`config.mk`:
```
export PLATFORM = sky130hd
export DESIGN_NAME = mcw_decoder
export DESIGN_NICKNAME = d
export VERILOG_FILES = /design/src/common/mcw_pkg.sv /design/src/common/mcw_cond_if.sv /design/src/design/mcw_decoder.sv /design/src/design/mcw_row_eval.sv
export VERILOG_INCLUDE_DIRS = /design/src /design/src/common
export SDC_FILE = /design/constraint.sdc
export NUM_CORES = 1
export LEC_CHECK = 0
export ABC_AREA = 1
export BUFFER_PORTS_ARGS = -buffer_cell sky130_fd_sc_hd__buf_4
export CORE_ASPECT_RATIO = 0.6
export CORE_MARGIN = 3
export CORE_UTILIZATION = 57
export CTS_CLUSTER_DIAMETER = 100
export DETAILED_ROUTE_END_ITERATION = 7
export PLACE_DENSITY_LB_ADDON = 0.12
export SETUP_SLACK_MARGIN = 0.5
export SKIP_LAST_GASP = 1
export SLEW_MARGIN = 25
export SYNTH_ARGS = -nofsm -noshare
export SYNTH_HDL_FRONTEND = slang
export SYNTH_SLANG_ARGS = --single-unit
```
`constraint.sdc`:
```
create_clock -name clk_i -period 3.61 [get_ports clk_i]
set_clock_uncertainty 0.1 [all_clocks]
set_input_delay 0.5415 -clock clk_i [delete_from_list [all_inputs] [get_ports clk_i]]
set_output_delay 0.5415 -clock clk_i [all_outputs]
set_load 0.02 [all_outputs]
```
`src/common/mcw_consts.svh`:
```
// constants for the microcore wait table and routing decoder
// Function
// - five-row wait table, relative write fills one row
// - all five rows evaluated in parallel
// - enabled row hit resumes at stored destination
// - destination is instruction address plus offset
// - offset is 5-bit signed, sign-extended first
// - trigger codes: flags low, high, counts, start
// - trigger codes: routed feedback low, drain-source high
// - trigger codes: ALU done, boost high, boost low
// - trigger codes: current feedbacks high then low
// - trigger codes: own routed current high, low
// - 3-bit row select, codes 0 to 4
// - relative write: bits 15,14 set, fields follow
// - current routing picks one of four blocks
// - current routing reset default per core slot
// - current routing opcode pattern in bits 15:2
// - output routing sets three output routings
// - 4-bit routing codes: high, low, undefined
// - output routing reset defaults per core slot
// - output routing word layout and marker bits
`ifndef MCW_CONSTS_SVH
`define MCW_CONSTS_SVH

// table geometry
`define MCW_ROWS          5
// instruction fields
`define MCW_REL_TAG       2'h3
`define MCW_OUT_TAG       2'h2
`define MCW_OUT_LOW       2'h3
`define MCW_CUR_PATTERN   14'h0d5e
`define MCW_OFF_MSB       13
`define MCW_OFF_LSB       9
`define MCW_ROW_MSB       8
`define MCW_ROW_LSB       6
// trigger code bases
`define MCW_T_FLAG_LO     6'h00
`define MCW_T_FLAG_HI     6'h10
`define MCW_T_COUNT       6'h20
`define MCW_T_START_LO    6'h24
`define MCW_T_VDS_LO      6'h26
`define MCW_T_SRC_LO      6'h29
`define MCW_T_VDS_HI      6'h2c
`define MCW_T_ALU_DONE    6'h2f
`define MCW_T_BOOST_HI    6'h30
`define MCW_T_BOOST_LO    6'h31
`define MCW_T_CUR_HI      6'h32
`define MCW_T_CUR_LO      6'h38
`define MCW_T_OWN_HI      6'h3e
`define MCW_T_OWN_LO      6'h3f
// output routing codes
`define MCW_RT_LS_BASE    4'h5
`define MCW_RT_UNDEF      4'hc
// register byte offsets
`define MCW_OFS_CTRL      6'h00
`define MCW_OFS_ROUTE     6'h04
`define MCW_OFS_ENABLE    6'h08
`define MCW_OFS_ROW0      6'h0c
// register fields
`define MCW_CTRL_EVAL     0
`define MCW_CTRL_CLEAR    1
`define MCW_ROW_DEST_LSB  16
// reset values
`define MCW_CTRL_RESET    1'h1
`define MCW_CUR_RST       8'he4
`define MCW_RTA_RST       16'h3210
`define MCW_RTB_RST       16'h8765
`define MCW_RTC_RST       16'h4ba9

`endif

```
`src/common/mcw_pkg.sv`:
```
// types shared by the wait table and routing decoder
package mcw_pkg;
    typedef logic [5:0] mcw_cond_t;   // wait trigger select
    typedef logic [3:0] mcw_route_t;  // output routing select
    typedef logic [1:0] mcw_cur_t;    // current routing select
    typedef logic [2:0] mcw_row_t;    // table row select
endpackage

```
`src/common/mcw_cond_if.sv`:
```
// carrier of the decoded trigger truth vector
`timescale 1ns/1ps
`default_nettype none
interface mcw_cond_if;
    logic [63:0] truth;  // one bit per trigger code
    modport drive (output truth);
    modport sink  (input truth);
endinterface
`default_nettype wire

```
`src/design/mcw_decoder.sv`:
```
// wait table writer, evaluator and routing registers
`timescale 1ns/1ps
`default_nettype none
`include "mcw_consts.svh"
module mcw_decoder #(
    parameter int ADDR_W    = 10,  // code memory address width
    parameter int CORE_SLOT = 0    // 0 uc0ch1,1 uc1ch1,2 uc0ch2,3 uc1ch2
) (
    input  wire logic              clk_i,
    input  wire logic              rst_i,
    // register bus
    input  wire logic [5:0]        avs_address_i,
    input  wire logic              avs_read_i,
    input  wire logic              avs_write_i,
    input  wire logic [31:0]       avs_writedata_i,
    input  wire logic [3:0]        avs_byteenable_i,
    output logic      [31:0]       avs_readdata_o,
    output logic                   avs_waitrequest_o,
    // instruction issue from the sequencer
    input  wire logic              instr_valid_i,
    input  wire logic [15:0]       instr_word_i,
    input  wire logic [ADDR_W-1:0] instr_addr_i,
    // wait condition sources
    input  wire logic              wait_active_i,
    input  wire logic [15:0]       flag_i,
    input  wire logic [3:0]        term_count_i,
    input  wire logic              start_pin_i,
    input  wire logic [2:0]        route_vds_fb_i,
    input  wire logic [2:0]        route_src_fb_i,
    input  wire logic              alu_done_i,
    input  wire logic              boost_high_i,
    input  wire logic [5:0]        current_fb_i,
    // routing outputs
    output logic [1:0]             current_route_select_o,
    output logic [3:0]             output_route_a_o,
    output logic [3:0]             output_route_b_o,
    output logic [3:0]             output_route_c_o,
    output logic [4:0]             high_side_gate_pin_o,
    output logic [6:0]             low_side_gate_pin_o,
    // jump request to the sequencer
    output logic                   jump_valid_o,
    output logic [ADDR_W-1:0]      jump_addr_o,
    output logic [2:0]             jump_row_o
);
    localparam int ROWS = `MCW_ROWS;

    // refuse sizes the logic cannot serve
    if (ADDR_W < 6 || ADDR_W > 16) begin : g_bad_width
        $error("ADDR_W must lie in 6..16");
    end
    if (CORE_SLOT < 0 || CORE_SLOT > 3) begin : g_bad_slot
        $error("CORE_SLOT must lie in 0..3");
    end

    // per-slot reset values
    localparam logic [1:0] CUR_RST =
        2'((`MCW_CUR_RST >> (2 * CORE_SLOT)) & 8'h03);
    localparam logic [3:0] RTA_RST =
        4'((`MCW_RTA_RST >> (4 * CORE_SLOT)) & 16'h000f);
    localparam logic [3:0] RTB_RST =
        4'((`MCW_RTB_RST >> (4 * CORE_SLOT)) & 16'h000f);
    localparam logic [3:0] RTC_RST =
        4'((`MCW_RTC_RST >> (4 * CORE_SLOT)) & 16'h000f);

    // ---------------- instruction decode ----------------
    wire         is_rel;   // relative wait-row write
    wire         is_cur;   // current routing
    wire         is_out;   // output routing
    wire [2:0]   row_sel;  // addressed row
    wire         row_ok;   // row select in range
    wire [4:0]   off_raw;  // signed offset field
    wire [ADDR_W-1:0] off_ext;  // sign-extended offset
    wire [ADDR_W-1:0] rel_dest; // computed destination

    assign is_rel  = instr_valid_i &&
                     instr_word_i[15:14] == `MCW_REL_TAG;
    assign is_cur  = instr_valid_i &&
                     instr_word_i[15:2] == `MCW_CUR_PATTERN;
    assign is_out  = instr_valid_i &&
                     instr_word_i[15:14] == `MCW_OUT_TAG &&
                     instr_word_i[1:0] == `MCW_OUT_LOW;
    assign row_sel = instr_word_i[`MCW_ROW_MSB:`MCW_ROW_LSB];
    assign row_ok  = row_sel < 3'(ROWS);
    assign off_raw = instr_word_i[`MCW_OFF_MSB:`MCW_OFF_LSB];
    // sign bit copied up before the add
    assign off_ext = ADDR_W'({{(ADDR_W-5){off_raw[4]}}, off_raw});
    assign rel_dest = ADDR_W'(instr_addr_i + off_ext);

    // ---------------- register bus ----------------
    logic        eval_en;      // wait evaluation enable
    wire         acc_done;     // access completes this edge
    wire         wr_ctrl;      // control register write
    wire         tbl_clear;    // clear all row enables
    wire [5:0]   row_ofs;      // offset past first row
    wire [2:0]   rd_idx;       // row index of a read
    wire         rd_row;       // read hits a row register
    wire [2:0]   rd_safe;      // clamped row index
    logic [31:0] rd_word;      // read mux result

    assign acc_done  = (avs_read_i | avs_write_i) & ~avs_waitrequest_o;
    assign wr_ctrl   = acc_done & avs_write_i & avs_byteenable_i[0] &
                       avs_address_i == `MCW_OFS_CTRL;
    assign tbl_clear = wr_ctrl & avs_writedata_i[`MCW_CTRL_CLEAR];
    assign row_ofs   = 6'(avs_address_i - `MCW_OFS_ROW0);
    assign rd_idx    = row_ofs[4:2];
    assign rd_row    = avs_address_i >= `MCW_OFS_ROW0 &&
                       row_ofs[1:0] == 2'h0 && row_ofs[5] == 1'b0 &&
                       rd_idx < 3'(ROWS);
    assign rd_safe   = rd_row ? rd_idx : 3'h0;

    // ---------------- wait table storage ----------------
    logic [ADDR_W-1:0]   row_dest [ROWS]; // destination column
    mcw_pkg::mcw_cond_t  row_cond [ROWS]; // trigger column
    logic [ROWS-1:0]     row_en;          // row enabled
    wire  [ROWS-1:0]     row_hit;         // rows whose trigger holds

    // read data selection, reserved bits zero
    always_comb begin
        rd_word = 32'h0000_0000;
        if (avs_address_i == `MCW_OFS_CTRL) begin
            rd_word[`MCW_CTRL_EVAL] = eval_en;
        end else if (avs_address_i == `MCW_OFS_ROUTE) begin
            rd_word[15:0] = {output_route_c_o, output_route_b_o,
                             output_route_a_o, 2'h0,
                             current_route_select_o};
        end else if (avs_address_i == `MCW_OFS_ENABLE) begin
            rd_word[ROWS-1:0] = row_en;
        end else if (rd_row) begin
            rd_word[5:0] = row_cond[rd_safe];
            rd_word[`MCW_ROW_DEST_LSB +: ADDR_W] = row_dest[rd_safe];
        end
    end

    // one wait state on every access
    always_ff @(posedge clk_i) begin
        if (rst_i) begin
            avs_waitrequest_o <= 1'b1;
            avs_readdata_o    <= 32'h0000_0000;
        end else if ((avs_read_i | avs_write_i) & avs_waitrequest_o) begin
            avs_waitrequest_o <= 1'b0;
            avs_readdata_o    <= avs_read_i ? rd_word : 32'h0000_0000;
        end else begin
            avs_waitrequest_o <= 1'b1;
        end
    end

    // control register
    always_ff @(posedge clk_i) begin
        if (rst_i) begin
            eval_en <= `MCW_CTRL_RESET;
        end else if (wr_ctrl) begin
            eval_en <= avs_writedata_i[`MCW_CTRL_EVAL];
        end
    end

    // ---------------- trigger truth vector ----------------
    logic start_meta;  // start pin first stage
    logic start_sync;  // start pin, synchronised
    wire  own_cur;     // routed current feedback
    wire  [3:0] cur_blocks; // blocks 1,2,3,4l
    mcw_cond_if cond_bus ();

    // start arrives from a pin
    always_ff @(posedge clk_i) begin
        if (rst_i) begin
            start_meta <= 1'b0;
            start_sync <= 1'b0;
        end else begin
            start_meta <= start_pin_i;
            start_sync <= start_meta;
        end
    end

    assign cur_blocks = current_fb_i[3:0];
    assign own_cur    = cur_blocks[current_route_select_o];
    // one bit per code, indexed by the trigger select
    assign cond_bus.truth = {
        ~own_cur, own_cur,
        ~current_fb_i, current_fb_i,
        ~boost_high_i, boost_high_i, alu_done_i,
        route_vds_fb_i, ~route_src_fb_i,
        ~route_vds_fb_i,
        start_sync, ~start_sync, term_count_i,
        flag_i, ~flag_i};

    // ---------------- per-row write and evaluation ----------------
    for (genvar r = 0; r < ROWS; r++) begin : g_row
        wire wr_here; // this row written now
        assign wr_here = is_rel && row_ok && row_sel == 3'(r);
        // row kept until rewritten; write wins over clear
        always_ff @(posedge clk_i) begin
            if (rst_i) begin
                row_en[r]   <= 1'b0;
                row_dest[r] <= '0;
                row_cond[r] <= `MCW_T_FLAG_LO;
            end else if (wr_here) begin
                row_en[r]   <= 1'b1;
                row_dest[r] <= rel_dest;
                row_cond[r] <= instr_word_i[5:0];
            end else if (tbl_clear) begin
                row_en[r]   <= 1'b0;
            end
        end
        // every row watched at once
        mcw_row_eval i_mcw_row_eval (
            .cond     (cond_bus),
            .enable_i (row_en[r]),
            .code_i   (row_cond[r]),
            .hit_o    (row_hit[r])
        );
    end

    // lowest numbered hit row wins
    logic [ADDR_W-1:0] sel_dest; // winning destination
    logic [2:0]        sel_row;  // winning row
    always_comb begin
        sel_dest = '0;
        sel_row  = 3'h0;
        for (int i = ROWS - 1; i >= 0; i--) begin
            if (row_hit[i]) begin
                sel_dest = row_dest[i];
                sel_row  = 3'(i);
            end
        end
    end

    wire take_jump; // wait satisfied this cycle
    assign take_jump = wait_active_i & eval_en & (|row_hit);

    // jump request toward the sequencer
    always_ff @(posedge clk_i) begin
        if (rst_i) begin
            jump_valid_o <= 1'b0;
            jump_addr_o  <= '0;
            jump_row_o   <= 3'h0;
        end else begin
            jump_valid_o <= take_jump;
            if (take_jump) begin
                jump_addr_o <= sel_dest;
                jump_row_o  <= sel_row;
            end
        end
    end

    // ---------------- routing registers ----------------
    always_ff @(posedge clk_i) begin
        if (rst_i) begin
            current_route_select_o <= CUR_RST;
        end else if (is_cur) begin
            current_route_select_o <= instr_word_i[1:0];
        end
    end

    always_ff @(posedge clk_i) begin
        if (rst_i) begin
            output_route_a_o <= RTA_RST;
            output_route_b_o <= RTB_RST;
            output_route_c_o <= RTC_RST;
        end else if (is_out) begin
            output_route_a_o <= instr_word_i[13:10];
            output_route_b_o <= instr_word_i[9:6];
            output_route_c_o <= instr_word_i[5:2];
        end
    end

    // gate pins claimed by any routing; codes 1100 up claim none
    wire [4:0] next_hs; // high-side pins claimed
    wire [6:0] next_ls; // low-side pins claimed
    for (genvar k = 0; k < 7; k++) begin : g_pin
        localparam logic [3:0] LS = 4'(k + `MCW_RT_LS_BASE);
        assign next_ls[k] = output_route_a_o == LS ||
                            output_route_b_o == LS ||
                            output_route_c_o == LS;
        if (k < 5) begin : g_hs
            localparam logic [3:0] HS = 4'(k);
            assign next_hs[k] = output_route_a_o == HS ||
                                output_route_b_o == HS ||
                                output_route_c_o == HS;
        end
    end

    // pin masks follow the routing one cycle later
    always_ff @(posedge clk_i) begin
        if (rst_i) begin
            high_side_gate_pin_o <= 5'h00;
            low_side_gate_pin_o  <= 7'h00;
        end else begin
            high_side_gate_pin_o <= next_hs;
            low_side_gate_pin_o  <= next_ls;
        end
    end
endmodule
`default_nettype wire

```
`src/design/mcw_row_eval.sv`:
```
// one wait table row: selects its trigger from the truth vector
`timescale 1ns/1ps
`default_nettype none
module mcw_row_eval (
    mcw_cond_if.sink                cond,
    input  wire logic               enable_i,
    input  wire mcw_pkg::mcw_cond_t code_i,
    output logic                    hit_o
);
    // enabled row with its chosen trigger true
    assign hit_o = enable_i & cond.truth[code_i];
endmodule
`default_nettype wire

```
==> results by group, run 1 <==
Outcome
  • Status: finished, final reports clean

STA
  • Final Hold Fails: 0
  • Final Max Tran Viols: 0
  • Setup-failing EPs final: 0
  • RSZ-0062 raised after global routing: no
  • Least-Margin Pin Slew: 0.922 ns
  • TNS Setup: 0 ns
  • Top achievable clock speed: roughly 0.34 GHz
  • Period utilization: 0.809
  • Worst slew margin: 0.384
  • Fin worst setup slack: 0.688 ns
  • Crit path time final: around 2.9 ns
  • Minimum hold slack: around 0.24 ns

Floorplanning
  • Die width: between 150 and 200 um
  • Die Span Y: approximately 110 um
  • Core Area: between 15000 and 20000 sq um
  • Initial Util: 0.590
  • IO Count: 182
  • Num rows: 37
  • Die footprint: approximately 20000 sq um

Global routing
  • Largest net degree at the start of global routing: 36
  • Vias in the first global route: about 9900
  • Initial antenna violation count: 0
  • GRT overflow: 0
  • First-pass GRT wire length: roughly 57 mm
  • GRT Overall Usage: 0.387

Detailed routing
  • Vias: between 10000 and 15000
  • Initial DRC Count: ~1800
  • Via density: slightly below 6
  • # DRC: 0
  • Final WL: around 38 mm
  • Drt pass-1 iters: 7
  • DR WL/cell: 20.2 um
  • Routed Antenna Nets: 0

Critical path
  • Crit path DAT: 3.19 ns
  • Crit path required time: between 3 and 4 ns
  • Startpoint types: register
  • Crit path capture type: register
  • Crit-path max FO: 17
  • CP Class: register to register

Placement
  • IO Port Bufs: between 100 and 150
  • Dpl hpwl: about 28 mm
  • DP Worst Slack: 0.446 ns
  • Area after DPL: 11400 sq um
  • Routability congestion estimate: ~1.0
  • Placed cells: about 1800

Clock network
  • CTS Buf Count: 17
  • H-tree depth: 4
  • Clock Pin Slew Worst Setup and Hold Paths: approximately 0.07 ns
  • Clock latency on the worst-skew pair: between 0.4 and 0.5 ns
  • Clock Path Buffers: 2
  • CTS Hold Bufs: 0
  • CTS tree: built
  • CTS root buf: clkbuf_16
  • # clock sinks: 155

Power and ir drop
  • VDD IR max: between 0.3 and 0.4 mV
  • NetSw: approximately 1.4 mW
  • Seq pwr share: 0.419
  • Power Density: 394 nW/um^2
  • Pint: 3.37 mW
  • Sw Share: 0.292
  • Clock group share of total power: 0.405
  • Combinational share of power: 0.176
  • Leak pwr: around 5.8 nW

Synthesis
  • Cells after Synth: roughly 1500
  • Yosys reg bits: 155
  • Synthesized cell area: ~10000 sq um
  • Post-synthesis sequential area ratio: 0.380
  • Synth warn: 0
  • Yosys cell types: 38
  • Mean Syn Cell Area: approximately 6.8 sq um

Finish
  • Syn-to-layout area delta: 17.5%
  • Fraction of layout cells with a size suffix above 1: 0.155
  • Final Instance Area: between 10000 and 15000 sq um
  • FILL cells: ~1400
  • N_diodes: 0
  • Nets: around 1800
  • Commonest non-fill, non-tap cell in the layout: nand2_1
  • Most frequent cells in the layout: nand2_1 (436), nand3_1 (197), buf_4 (180), inv_1 (171), nor2_1 (153)
  • Final Non-Filler Cells: 1878

Min path
  • Min-Delay Path Class: primary input to register

Flow run
  • Max-Cap Viols: 0
==> flip-flops by register name, indices dropped and copies added, names as in the netlist, 5 cells and up <==
register and cells:
row_cond 30, row_en 5, low_side_gate_pin_o 7, high_side_gate_pin_o 5
avs_readdata_o 26, row_dest 50, jump_addr_o 10
==> Yosys cell counts <==
cell type | number | area (sq um)
o22ai_1 | 5 | 31.3
inv_2 | 9 | 33.8
nor2_2 | 5 | 31.3
o21bai_1 | 2 | 15.0
nor2_1 | 153 | 574
nand4_1 | 5 | 31.3
a21oi_2 | 11 | 96.3
fa_1 | 1 | 20.0
a22oi_1 | 1 | 7.51
nor3_1 | 8 | 40.0
nor4_1 | 3 | 18.8
a32o_1 | 10 | 100
buf_4 | 11 | 82.6
o21ai_0 | 78 | 390
o211ai_1 | 37 | 278
nand2_1 | 436 | 1640
nand2_4 | 1 | 11.3
buf_2 | 22 | 110
xor2_1 | 8 | 70.1
o21bai_4 | 1 | 18.8
nand3_2 | 4 | 40.0
xnor2_1 | 7 | 61.3
ha_1 | 13 | 163
nand2_2 | 5 | 31.3
clkinv_1 | 4 | 15.0
inv_1 | 171 | 642
or2_2 | 3 | 18.8
o21ai_2 | 1 | 8.76
edfxtp_1 | 80 | 2400
dfxtp_1 | 75 | 1500
conb_1 | 1 | 3.75
buf_6 | 20 | 225
o31ai_1 | 3 | 22.5
o21ai_1 | 10 | 50.1
inv_4 | 2 | 12.5
nand3_1 | 197 | 986
a21oi_1 | 75 | 375
clkbuf_1 | 30 | 113
==> through the flow <==
step / power, mW / utilization
after floorplan: 2.51 / -
after global placement: 2.79 / 0.652
after detailed placement: 2.81 / 0.652
after CTS: 4.70 / 0.688
after global routing: 4.91 / 0.693
final: 4.76 / 0.693
==> timing repair <==
item	4_1_cts	5_1_grt
setup buffers	0	8
endpoints found under the setup margin	0	13
gates resized for setup	0	2
==> routing by layer <==
layer / global-route usage / part of all wire
met1: 0.594 / 0.43
met2: 0.509 / 0.38
met3: 0.151 / 0.18
met4: 0.0700 / 0.011
met5: 0.0339 / 0.0022
==> final timing paths <==
path	from	endpoint	slack [ns]	cells past startpoint
worst max-delay path	row_cond[1][2]$_SDFFCE_PN0P_	jump_addr_o[4]$_SDFFE_PP0P_	0.69	13
worst min-delay path	start_pin_i	start_meta$_SDFF_PP0_	0.24	3
worst max register to register	row_cond[1][2]$_SDFFCE_PN0P_	jump_addr_o[4]$_SDFFE_PP0P_	0.69	13
worst min register to register	start_meta$_SDFF_PP0_	start_sync$_SDFF_PP0_	0.31	2
==> logic make-up after synthesis <==
kind of cell	Yosys count	synth area share
AOI/OAI and AO/OA	234	0.136
xor gates and xnor gates	15	0.0128
adders and majority gates	14	0.0178
buffers and inverters	269	0.120
DFF	155	0.380
other	1	0.000365
and+or+nand+nor	820	0.333
==> power groups by stage <==
stage / Clock, mW / Sequential (mW) / Combinational [mW]
after floorplan: 0 / 2.01 / 0.505
after global placement: 0 / 2.03 / 0.762
after detailed placement: 0 / 2.03 / 0.776
after CTS: 1.92 / 2.00 / 0.783
after global routing: 2.00 / 2.00 / 0.911
final: 1.93 / 1.99 / 0.835
==> critical path: stages (launching register included) <==
cell	delay, ns
edfxtp_1	0.67
inv_1	0.32
nand3_1	0.16
nand3_1	0.22
nand3_1	0.22
nand3_1	0.10
nand2_1	0.07
inv_1	0.05
nand2_2	0.09
nand3_2	0.10
o21bai_4	0.36
buf_4	0.23
nor2_1	0.06
a21oi_2	0.11
==> final cells by class <==
cell class	instances	area, sq um	area share
Multi-Input combinational cell	1089	5150	0.427
Tap cell	234	293	0.0243
Inverter	186	703	0.0583
Sequential cell	155	3910	0.324
Clock buffer	19	433	0.0359
Timing Repair Buffer	182	1390	0.115
Clock inverter	13	190	0.0158
Power figures use the tool's default switching activity.
==> run 2: changes to the inputs <==
--- a/config.mk
+++ b/config.mk
@@ -6,7 +6,7 @@
 export SDC_FILE = /design/constraint.sdc
 export NUM_CORES = 1
 export LEC_CHECK = 0
-export ABC_AREA = 1
+export ABC_AREA = 0
 export BUFFER_PORTS_ARGS = -buffer_cell sky130_fd_sc_hd__buf_4
 export CORE_ASPECT_RATIO = 0.6
 export CORE_MARGIN = 3
==> constraint.sdc (replaced) <==
create_clock -name clk_i -period 2.97 [get_ports clk_i]
set_clock_uncertainty 0.1 [all_clocks]
set_input_delay 0.4455 -clock clk_i [delete_from_list [all_inputs] [get_ports clk_i]]
set_output_delay 0.4455 -clock clk_i [all_outputs]
set_load 0.02 [all_outputs]
==> results by group, run 2 <==
Outcome
  • Status: finished, violations left (was finished, final reports clean)
  • Violated checks: negative setup slack

Power and ir drop
  • Power Density: 437 nW/um^2 (was 394 nW/um^2)
  • Sw Share: 0.286 (was 0.292)
  • Clock group share of total power: 0.382 (was 0.405)
  • Seq pwr share: 0.421 (was 0.419)
  • NetSw: 1.65 mW (was 1.39 mW)
  • Leak pwr: 5.30 nW (was 5.78 nW)
  • VDD IR max: 0.485 mV (was 0.365 mV)
  • Combinational share of power: 0.198 (was 0.176)
  • Pint: 4.11 mW (was 3.37 mW)

Min path
  • Min-Delay Path Class: primary input to register (unchanged)

Global routing
  • Vias in the first global route: 8543 (was 9934)
  • Initial antenna violation count: 0 (unchanged)
  • Largest net degree at the start of global routing: 57 (was 36)
  • First-pass GRT wire length: 49.4 mm (was 57.2 mm)
  • GRT overflow: 0 (unchanged)
  • GRT Overall Usage: 0.337 (was 0.387)

Critical path
  • Crit path DAT: 3.33 ns (was 3.19 ns)
  • Crit path capture type: register (unchanged)
  • Crit path required time: 3.18 ns (was 3.87 ns)
  • Startpoint types: register (unchanged)
  • CP Class: register to register (unchanged)
  • Crit-path max FO: 12 (was 17)

STA
  • Period utilization: 1.05 (was 0.809)
  • Crit path time final: 3.12 ns (was 2.92 ns)
  • Setup-failing EPs final: 12 (was 0)
  • Worst slew margin: 0.511 (was 0.384)
  • Final Hold Fails: 0 (unchanged)
  • TNS Setup: -1.19 ns (was 0 ns)
  • Least-Margin Pin Slew: 0.727 ns (was 0.922 ns)
  • RSZ-0062 raised after global routing: yes (was no)
  • Final Max Tran Viols: 0 (unchanged)
  • Top achievable clock speed: 0.320 GHz (was 0.342 GHz)
  • Fin worst setup slack: -0.153 ns (was 0.688 ns)

Synthesis
  • Post-synth top area cell: edfxtp_1 (unchanged)
  • Main flop type after synthesis: edfxtp_1 (unchanged)
  • Yosys reg bits: 155 (unchanged)
  • Cells after Synth: 1003 (was 1508)
  • Post-synthesis sequential area ratio: 0.390 (was 0.380)
  • Synthesized cell area: 10000 sq um (was 10300 sq um)
  • EDFF count, synth: 80 (unchanged)
  • Synth top area share: 0.240 (was 0.234)
  • Top cells by count, synth: nor2_1 (114), nand2_1 (86), edfxtp_1 (80) (was nand2_1 (436), nand3_1 (197), inv_1 (171))
  • Yosys cell types: 80 (was 38)
  • Ys async rst share: 0 (unchanged)
  • Mean Syn Cell Area: 9.99 sq um (was 6.81 sq um)
  • Most frequent cell after synthesis: nor2_1 (was nand2_1)
  • Ranking of synthesized cells by area: edfxtp_1 (24%), dfxtp_1 (15%), mux4_2 (8.8%), mux2i_1 (5.4%), nor2_1 (4.3%) (was edfxtp_1 (23%), nand2_1 (16%), dfxtp_1 (15%), nand3_1 (9.6%), inv_1 (6.3%))
  • Synth warn: 0 (unchanged)

Clock network
  • Clock latency on the worst-skew pair: 0.43 ns (about the same)
  • CTS root buf: clkbuf_16 (unchanged)
  • Clock Path Buffers: 2 (unchanged)
  • CTS Hold Bufs: 0 (unchanged)
  • CTS tree: built (unchanged)
  • Clock Pin Slew Worst Setup and Hold Paths: 0.07 ns (about the same)
  • # clock sinks: 155 (unchanged)
  • CTS Buf Count: 17 (unchanged)
  • H-tree depth: 4 (unchanged)

Floorplanning
  • Die footprint: 19300 sq um (was 19700 sq um)
  • Die width: 177 um (was 179 um)
  • Core Area: 16700 sq um (was 17400 sq um)
  • IO Count: 182 (unchanged)
  • Num rows: 36 (was 37)
  • Die Span Y: 109 um (was 110 um)
  • Initial Util: 0.599 (was 0.590)

Detailed routing
  • Met2 WL: 13.1 mm (was 14.4 mm)
  • Initial DRC Count: 1212 (was 1786)
  • Max layer used: met4 (was met5)
  • Routed wl met3: 5.61 mm (was 6.78 mm)
  • Drt pass-1 iters: 7 (unchanged)
  • DR WL/cell: 22.9 um (was 20.2 um)
  • Met1 WL: 14.4 mm (was 16.2 mm)
  • # DRC: 0 (unchanged)
  • Via density: 6.45 (was 5.95)
  • Final WL: 33.4 mm (was 37.9 mm)
  • Vias: 9408 (was 11200)
  • Routed Antenna Nets: 0 (unchanged)

Finish
  • Most frequent cells in the layout: buf_4 (238), nor2_1 (108), nand2_1 (82), edfxtp_1 (80), dfxtp_1 (74) (was nand2_1 (436), nand3_1 (197), buf_4 (180), inv_1 (171), nor2_1 (153))
  • Register bank with the most flops: row_dest (unchanged)
  • Syn-to-layout area delta: 31.8% (was 17.5%)
  • N_diodes: 0 (unchanged)
  • Nets: 1341 (was 1754)
  • Fraction of layout cells with a size suffix above 1: 0.352 (was 0.155)
  • Max reg flops: 50 (unchanged)
  • Fin util: 0.790 (was 0.693)
  • Commonest non-fill, non-tap cell in the layout: buf_4 (was nand2_1)
  • Largest registers: row_dest x50, row_cond x30, avs_readdata_o x26 (unchanged)

Placement
  • IO Port Bufs: 142 (unchanged)
  • Routability congestion estimate: 0.988 (was 1.03)
  • Dpl hpwl: 24.2 mm (was 27.6 mm)
  • DP Worst Slack: -0.252 ns (was 0.446 ns)

Flow run
  • Max-Cap Viols: 0 (unchanged)
==> run 2: changes by cell type after synthesis, sizes merged, moves of 54 or more <==
cell,previous run,this run
o21ai,89,25
nand3,201,24
inv,182,21
a21oi,86,23
mux2i,0,54
nand2,442,86
==> run 2: cell type report <==
cell class	count	area (sq um)
clock buffer	20	468
timing repair buffer	268	2300
sequential	155	3910
multi-input combinational	754	6030
tap	228	285
inverter	22	86.3
fill	1080	3510
clock inverter	12	126
==> run 2: stage by stage <==
stage | cells | power (mW) | cell area [sq um] | hold slack, ns
floorplan | 1008 | 3.03 | 10100 | 0.314
global placement | 1411 | 3.45 | 12000 | 0.319
detailed placement | 1411 | 3.47 | 12000 | 0.332
CTS | 1446 | 5.66 | 12700 | 0.126
global route | 1459 | 5.96 | 13200 | 0.129
finish | 1459 | 5.76 | 13200 | 0.124
==> run 2: kinds of logic (layout without fill, tap and decap cells) <==
group           after synthesis  after routing  synth area share
simple gates                394            394             0.198
xor+xnor                     23             23            0.0201
buf+inv                      99            322            0.0506
fa+ha+maj                    14             14            0.0182
compound gates              213            213             0.164
mux                         104            104             0.159
other cells                   1              6          0.000374
flops                       155            155             0.390
==> run 2: timing repair <==
item	in CTS	in global routing
endpoints found under the setup margin	30	45
cloned	0	4
gates resized for setup	26	68
pin swaps	9	26
setup buffers	3	9
==> run 2: worst max-delay path, cell delays in order (launching register included) <==
cell	delay, ns
edfxtp_1	0.39
buf_6	0.16
buf_12	0.15
mux2_4	0.29
mux4_2	0.49
o211ai_2	0.20
or3b_4	0.45
buf_12	0.17
a311oi_4	0.30
o31ai_2	0.10
a22o_1	0.20
==> run 2: path summary, 6_finish.rpt <==
| path | depth (start not counted) | endpoint | startpoint | slack [ns] |
|---|---|---|---|---|
| setup reg to reg | 10 | jump_addr_o[4]$_SDFFE_PP0P_ | row_cond[3][0]$_SDFFCE_PN0P_ | -0.15 |
| hold / removal | 2 | start_meta$_SDFF_PP0_ | start_pin_i | 0.12 |
| setup / recovery | 10 | jump_addr_o[4]$_SDFFE_PP0P_ | row_cond[3][0]$_SDFFCE_PN0P_ | -0.15 |
| hold reg to reg | 1 | start_sync$_SDFF_PP0_ | start_meta$_SDFF_PP0_ | 0.35 |
==> run 2: routing by layer <==
layer,up-vias,global-route usage
li1,4183,-
met1,4459,0.509
met2,720,0.436
met3,46,0.170
met4,0,0.0515
met5,-,0
==> run 2: power groups by stage <==
stage	Clock, mW	Sequential [mW]	Combinational (mW)
6_report	2.20	2.42	1.14
3_3_place_gp	0	2.45	0.995
5_1_grt	2.33	2.43	1.20
4_1_cts	2.21	2.41	1.04
3_5_place_dp	0	2.46	1.01
2_1_floorplan	0	2.43	0.605
==> run 3: changes to the inputs <==
--- a/config.mk
+++ b/config.mk
@@ -8,7 +8,7 @@
 export LEC_CHECK = 0
 export ABC_AREA = 0
 export BUFFER_PORTS_ARGS = -buffer_cell sky130_fd_sc_hd__buf_4
-export CORE_ASPECT_RATIO = 0.6
+export CORE_ASPECT_RATIO = 1.2
 export CORE_MARGIN = 3
 export CORE_UTILIZATION = 57
 export CTS_CLUSTER_DIAMETER = 100
==> results by group, run 3 (synthesis results as in run 2) <==
Detailed routing
  • Routed Antenna Nets: 0 (unchanged)
  • Initial DRC Count: 955 (was 1212)
  • DR WL/cell: 21.7 um (was 22.9 um)
  • Vias: 9408 (unchanged)
  • Final WL: 31.5 mm (was 33.4 mm)
  • Max layer used: met4 (unchanged)
  • # DRC: 0 (unchanged)
  • Met2 WL: 15.2 mm (was 13.1 mm)
  • Via density: 6.47 (was 6.45)
  • Met1 WL: 12.2 mm (was 14.4 mm)
  • Routed wl met3: 2.79 mm (was 5.61 mm)
  • Drt pass-1 iters: 6 (was 7)

Global routing
  • GRT Overall Usage: 0.324 (was 0.337)
  • Initial antenna violation count: 0 (unchanged)
  • Vias in the first global route: 9309 (was 8543)
  • GRT overflow: 0 (unchanged)
  • First-pass GRT wire length: 48.8 mm (was 49.4 mm)
  • Largest net degree at the start of global routing: 31 (was 57)

Clock network
  • H-tree depth: 4 (unchanged)
  • CTS Buf Count: 17 (unchanged)
  • Clock Path Buffers: 2 (unchanged)
  • # clock sinks: 155 (unchanged)
  • Clock latency on the worst-skew pair: 0.43 ns (about the same)
  • Clock Pin Slew Worst Setup and Hold Paths: 0.07 ns (about the same)
  • CTS root buf: clkbuf_16 (unchanged)
  • CTS tree: built (unchanged)
  • CTS Hold Bufs: 0 (unchanged)

Min path
  • Min-Delay Path Class: primary input to register (unchanged)

STA
  • Worst slew margin: 0.549 (was 0.511)
  • Crit path time final: 3.28 ns (was 3.12 ns)
  • Final Max Tran Viols: 0 (unchanged)
  • Final Hold Fails: 0 (unchanged)
  • Top achievable clock speed: 0.305 GHz (was 0.320 GHz)
  • Least-Margin Pin Slew: 0.676 ns (was 0.727 ns)
  • Fin worst setup slack: -0.311 ns (was -0.153 ns)
  • TNS Setup: -2.05 ns (was -1.19 ns)
  • RSZ-0062 raised after global routing: yes (unchanged)
  • Minimum hold slack: 0.132 ns (was 0.124 ns)
  • Period utilization: 1.10 (was 1.05)
  • Setup-failing EPs final: 12 (unchanged)

Finish
  • FILL cells: 1220 (was 1080)
  • Fraction of layout cells with a size suffix above 1: 0.330 (was 0.352)
  • Max reg flops: 50 (unchanged)
  • Final Instance Area: 13000 sq um (was 13200 sq um)
  • N_diodes: 0 (unchanged)
  • Most frequent cells in the layout: buf_4 (253), nor2_1 (112), nand2_1 (85), edfxtp_1 (80), dfxtp_1 (74) (was buf_4 (238), nor2_1 (108), nand2_1 (82), edfxtp_1 (80), dfxtp_1 (74))
  • Final Non-Filler Cells: 1453 (was 1459)
  • Footprint of the multi-input gates: 5920 sq um (was 6030 sq um)
  • Syn-to-layout area delta: 29.7% (was 31.8%)
  • Nets: 1347 (was 1341)
  • Largest registers: row_dest x50, row_cond x30, avs_readdata_o x26 (unchanged)
  • Register area: 3910 sq um (unchanged)
  • Commonest non-fill, non-tap cell in the layout: buf_4 (unchanged)
  • Register bank with the most flops: row_dest (unchanged)

Power and ir drop
  • Sw Share: 0.281 (was 0.286)
  • Power Density: 437 nW/um^2 (about the same)
  • Combinational share of power: 0.190 (was 0.198)
  • Leak pwr: 5.27 nW (was 5.30 nW)
  • NetSw: 1.59 mW (was 1.65 mW)
  • Pint: 4.09 mW (was 4.11 mW)
  • Clock group share of total power: 0.386 (was 0.382)
  • Seq pwr share: 0.424 (was 0.421)
  • VDD IR max: 0.506 mV (was 0.485 mV)

Flow run
  • Max-Cap Viols: 0 (unchanged)

Critical path
  • End of the worst register-to-register path: jump_addr_o[4]$_SDFFE_PP0P_ (unchanged)
  • Reg2reg setup slack: -0.31 ns (was -0.15 ns)
  • Crit path capture type: register (unchanged)
  • Crit path to: jump_addr_o[4]$_SDFFE_PP0P_ (unchanged)
  • Crit path required time: 3.24 ns (was 3.18 ns)
  • Reg-to-Reg Start: row_cond[4][1]$_SDFFCE_PN0P_ (was row_cond[3][0]$_SDFFCE_PN0P_)
  • CP Class: register to register (unchanged)
  • CP startpoint: row_cond[4][1]$_SDFFCE_PN0P_ (was row_cond[3][0]$_SDFFCE_PN0P_)
  • Worst reg-to-reg path cell count: 10 (unchanged)
  • Crit-path max FO: 7 (was 12)
  • Startpoint types: register (unchanged)
  • Crit path DAT: 3.55 ns (was 3.33 ns)

Floorplanning
  • Die Span Y: 151 um (was 109 um)
  • Die footprint: 19200 sq um (was 19300 sq um)
  • Die width: 127 um (was 177 um)
  • IO Count: 182 (unchanged)
  • Num rows: 52 (was 36)
  • Core Area: 17000 sq um (was 16700 sq um)
  • Initial Util: 0.588 (was 0.599)

Placement
  • DP Worst Slack: -0.348 ns (was -0.252 ns)
  • Routability congestion estimate: 0.959 (was 0.988)
  • Dpl hpwl: 22.5 mm (was 24.2 mm)
  • IO Port Bufs: 142 (unchanged)
  • Area after DPL: 12000 sq um (about the same)
  • Placed cells: 1407 (was 1411)

Outcome
  • Violated checks: negative setup slack (unchanged)
  • Status: finished, violations left (unchanged)
run 3: cell types whose count changed in the layout (fill, tap and decap cells not counted), sizes merged:
cell      before  now
clkinv         5    7
inv           27   25
or3b           2    3
bufinv         1    2
clkinvlp       1    3
clkbuf        24   17
buf          264  273
run 3: area by class of cell:
cell class	instances	share of cell area
clock buffer	17	0.0328
clock inverter	15	0.0126
inverter	22	0.00665
multi-input combinational	755	0.456
sequential	155	0.301
tap	216	0.0208
timing repair buffer	273	0.171
run 3: worst max-delay path, stage by stage, from the launching register on:
cell and delay, ns:
edfxtp_1 0.45, mux4_2 0.52, mux4_2 0.55, xnor2_2 0.17
nor2_2 0.07, nor4_4 0.42, buf_6 0.22, a311oi_2 0.12
o31ai_2 0.30, buf_4 0.19, a22o_1 0.11
run 3: per-stage QoR:
stage / power [mW] / util
2_1_floorplan: 3.03 / -
3_5_place_dp: 3.45 / 0.706
5_1_grt: 5.85 / 0.762
4_1_cts: 5.62 / 0.750
3_3_place_gp: 3.42 / 0.706
6_report: 5.68 / 0.762
run 3: power groups by stage:
stage               logic [mW]  registers, mW  clock network [mW]
floorplan                0.605           2.43                   0
global placement         0.974           2.45                   0
detailed placement       0.995           2.45                   0
CTS                       1.02           2.41                2.20
global route              1.15           2.42                2.28
finish                    1.08           2.41                2.19
run 3: metal layers:
metal / global-route usage / vias to the layer above
met5: 0 / -
met4: 0.137 / 0
met3: 0.0603 / 108
met2: 0.542 / 547
met1: 0.414 / 4547
li1: - / 4206
run 3: how the worst min path moves through the flow:
stage	start	endpoint	slack [ns]	cells after the start
floorplan	start_meta$_SDFF_PP0_	start_sync$_SDFF_PP0_	0.31	1
global placement	start_meta$_SDFF_PP0_	start_sync$_SDFF_PP0_	0.35	1
detailed placement	start_meta$_SDFF_PP0_	start_sync$_SDFF_PP0_	0.34	1
CTS	start_pin_i	start_meta$_SDFF_PP0_	0.12	2
global route	start_pin_i	start_meta$_SDFF_PP0_	0.14	2
finish	start_pin_i	start_meta$_SDFF_PP0_	0.13	2
run 3: timing repair:
item | 4_1_cts | 5_1_grt
endpoints found under the setup margin | 14 | 44
resized for setup | 21 | 35
setup buffers | 4 | 7
gates cloned | 2 | 1
pin swaps | 11 | 19
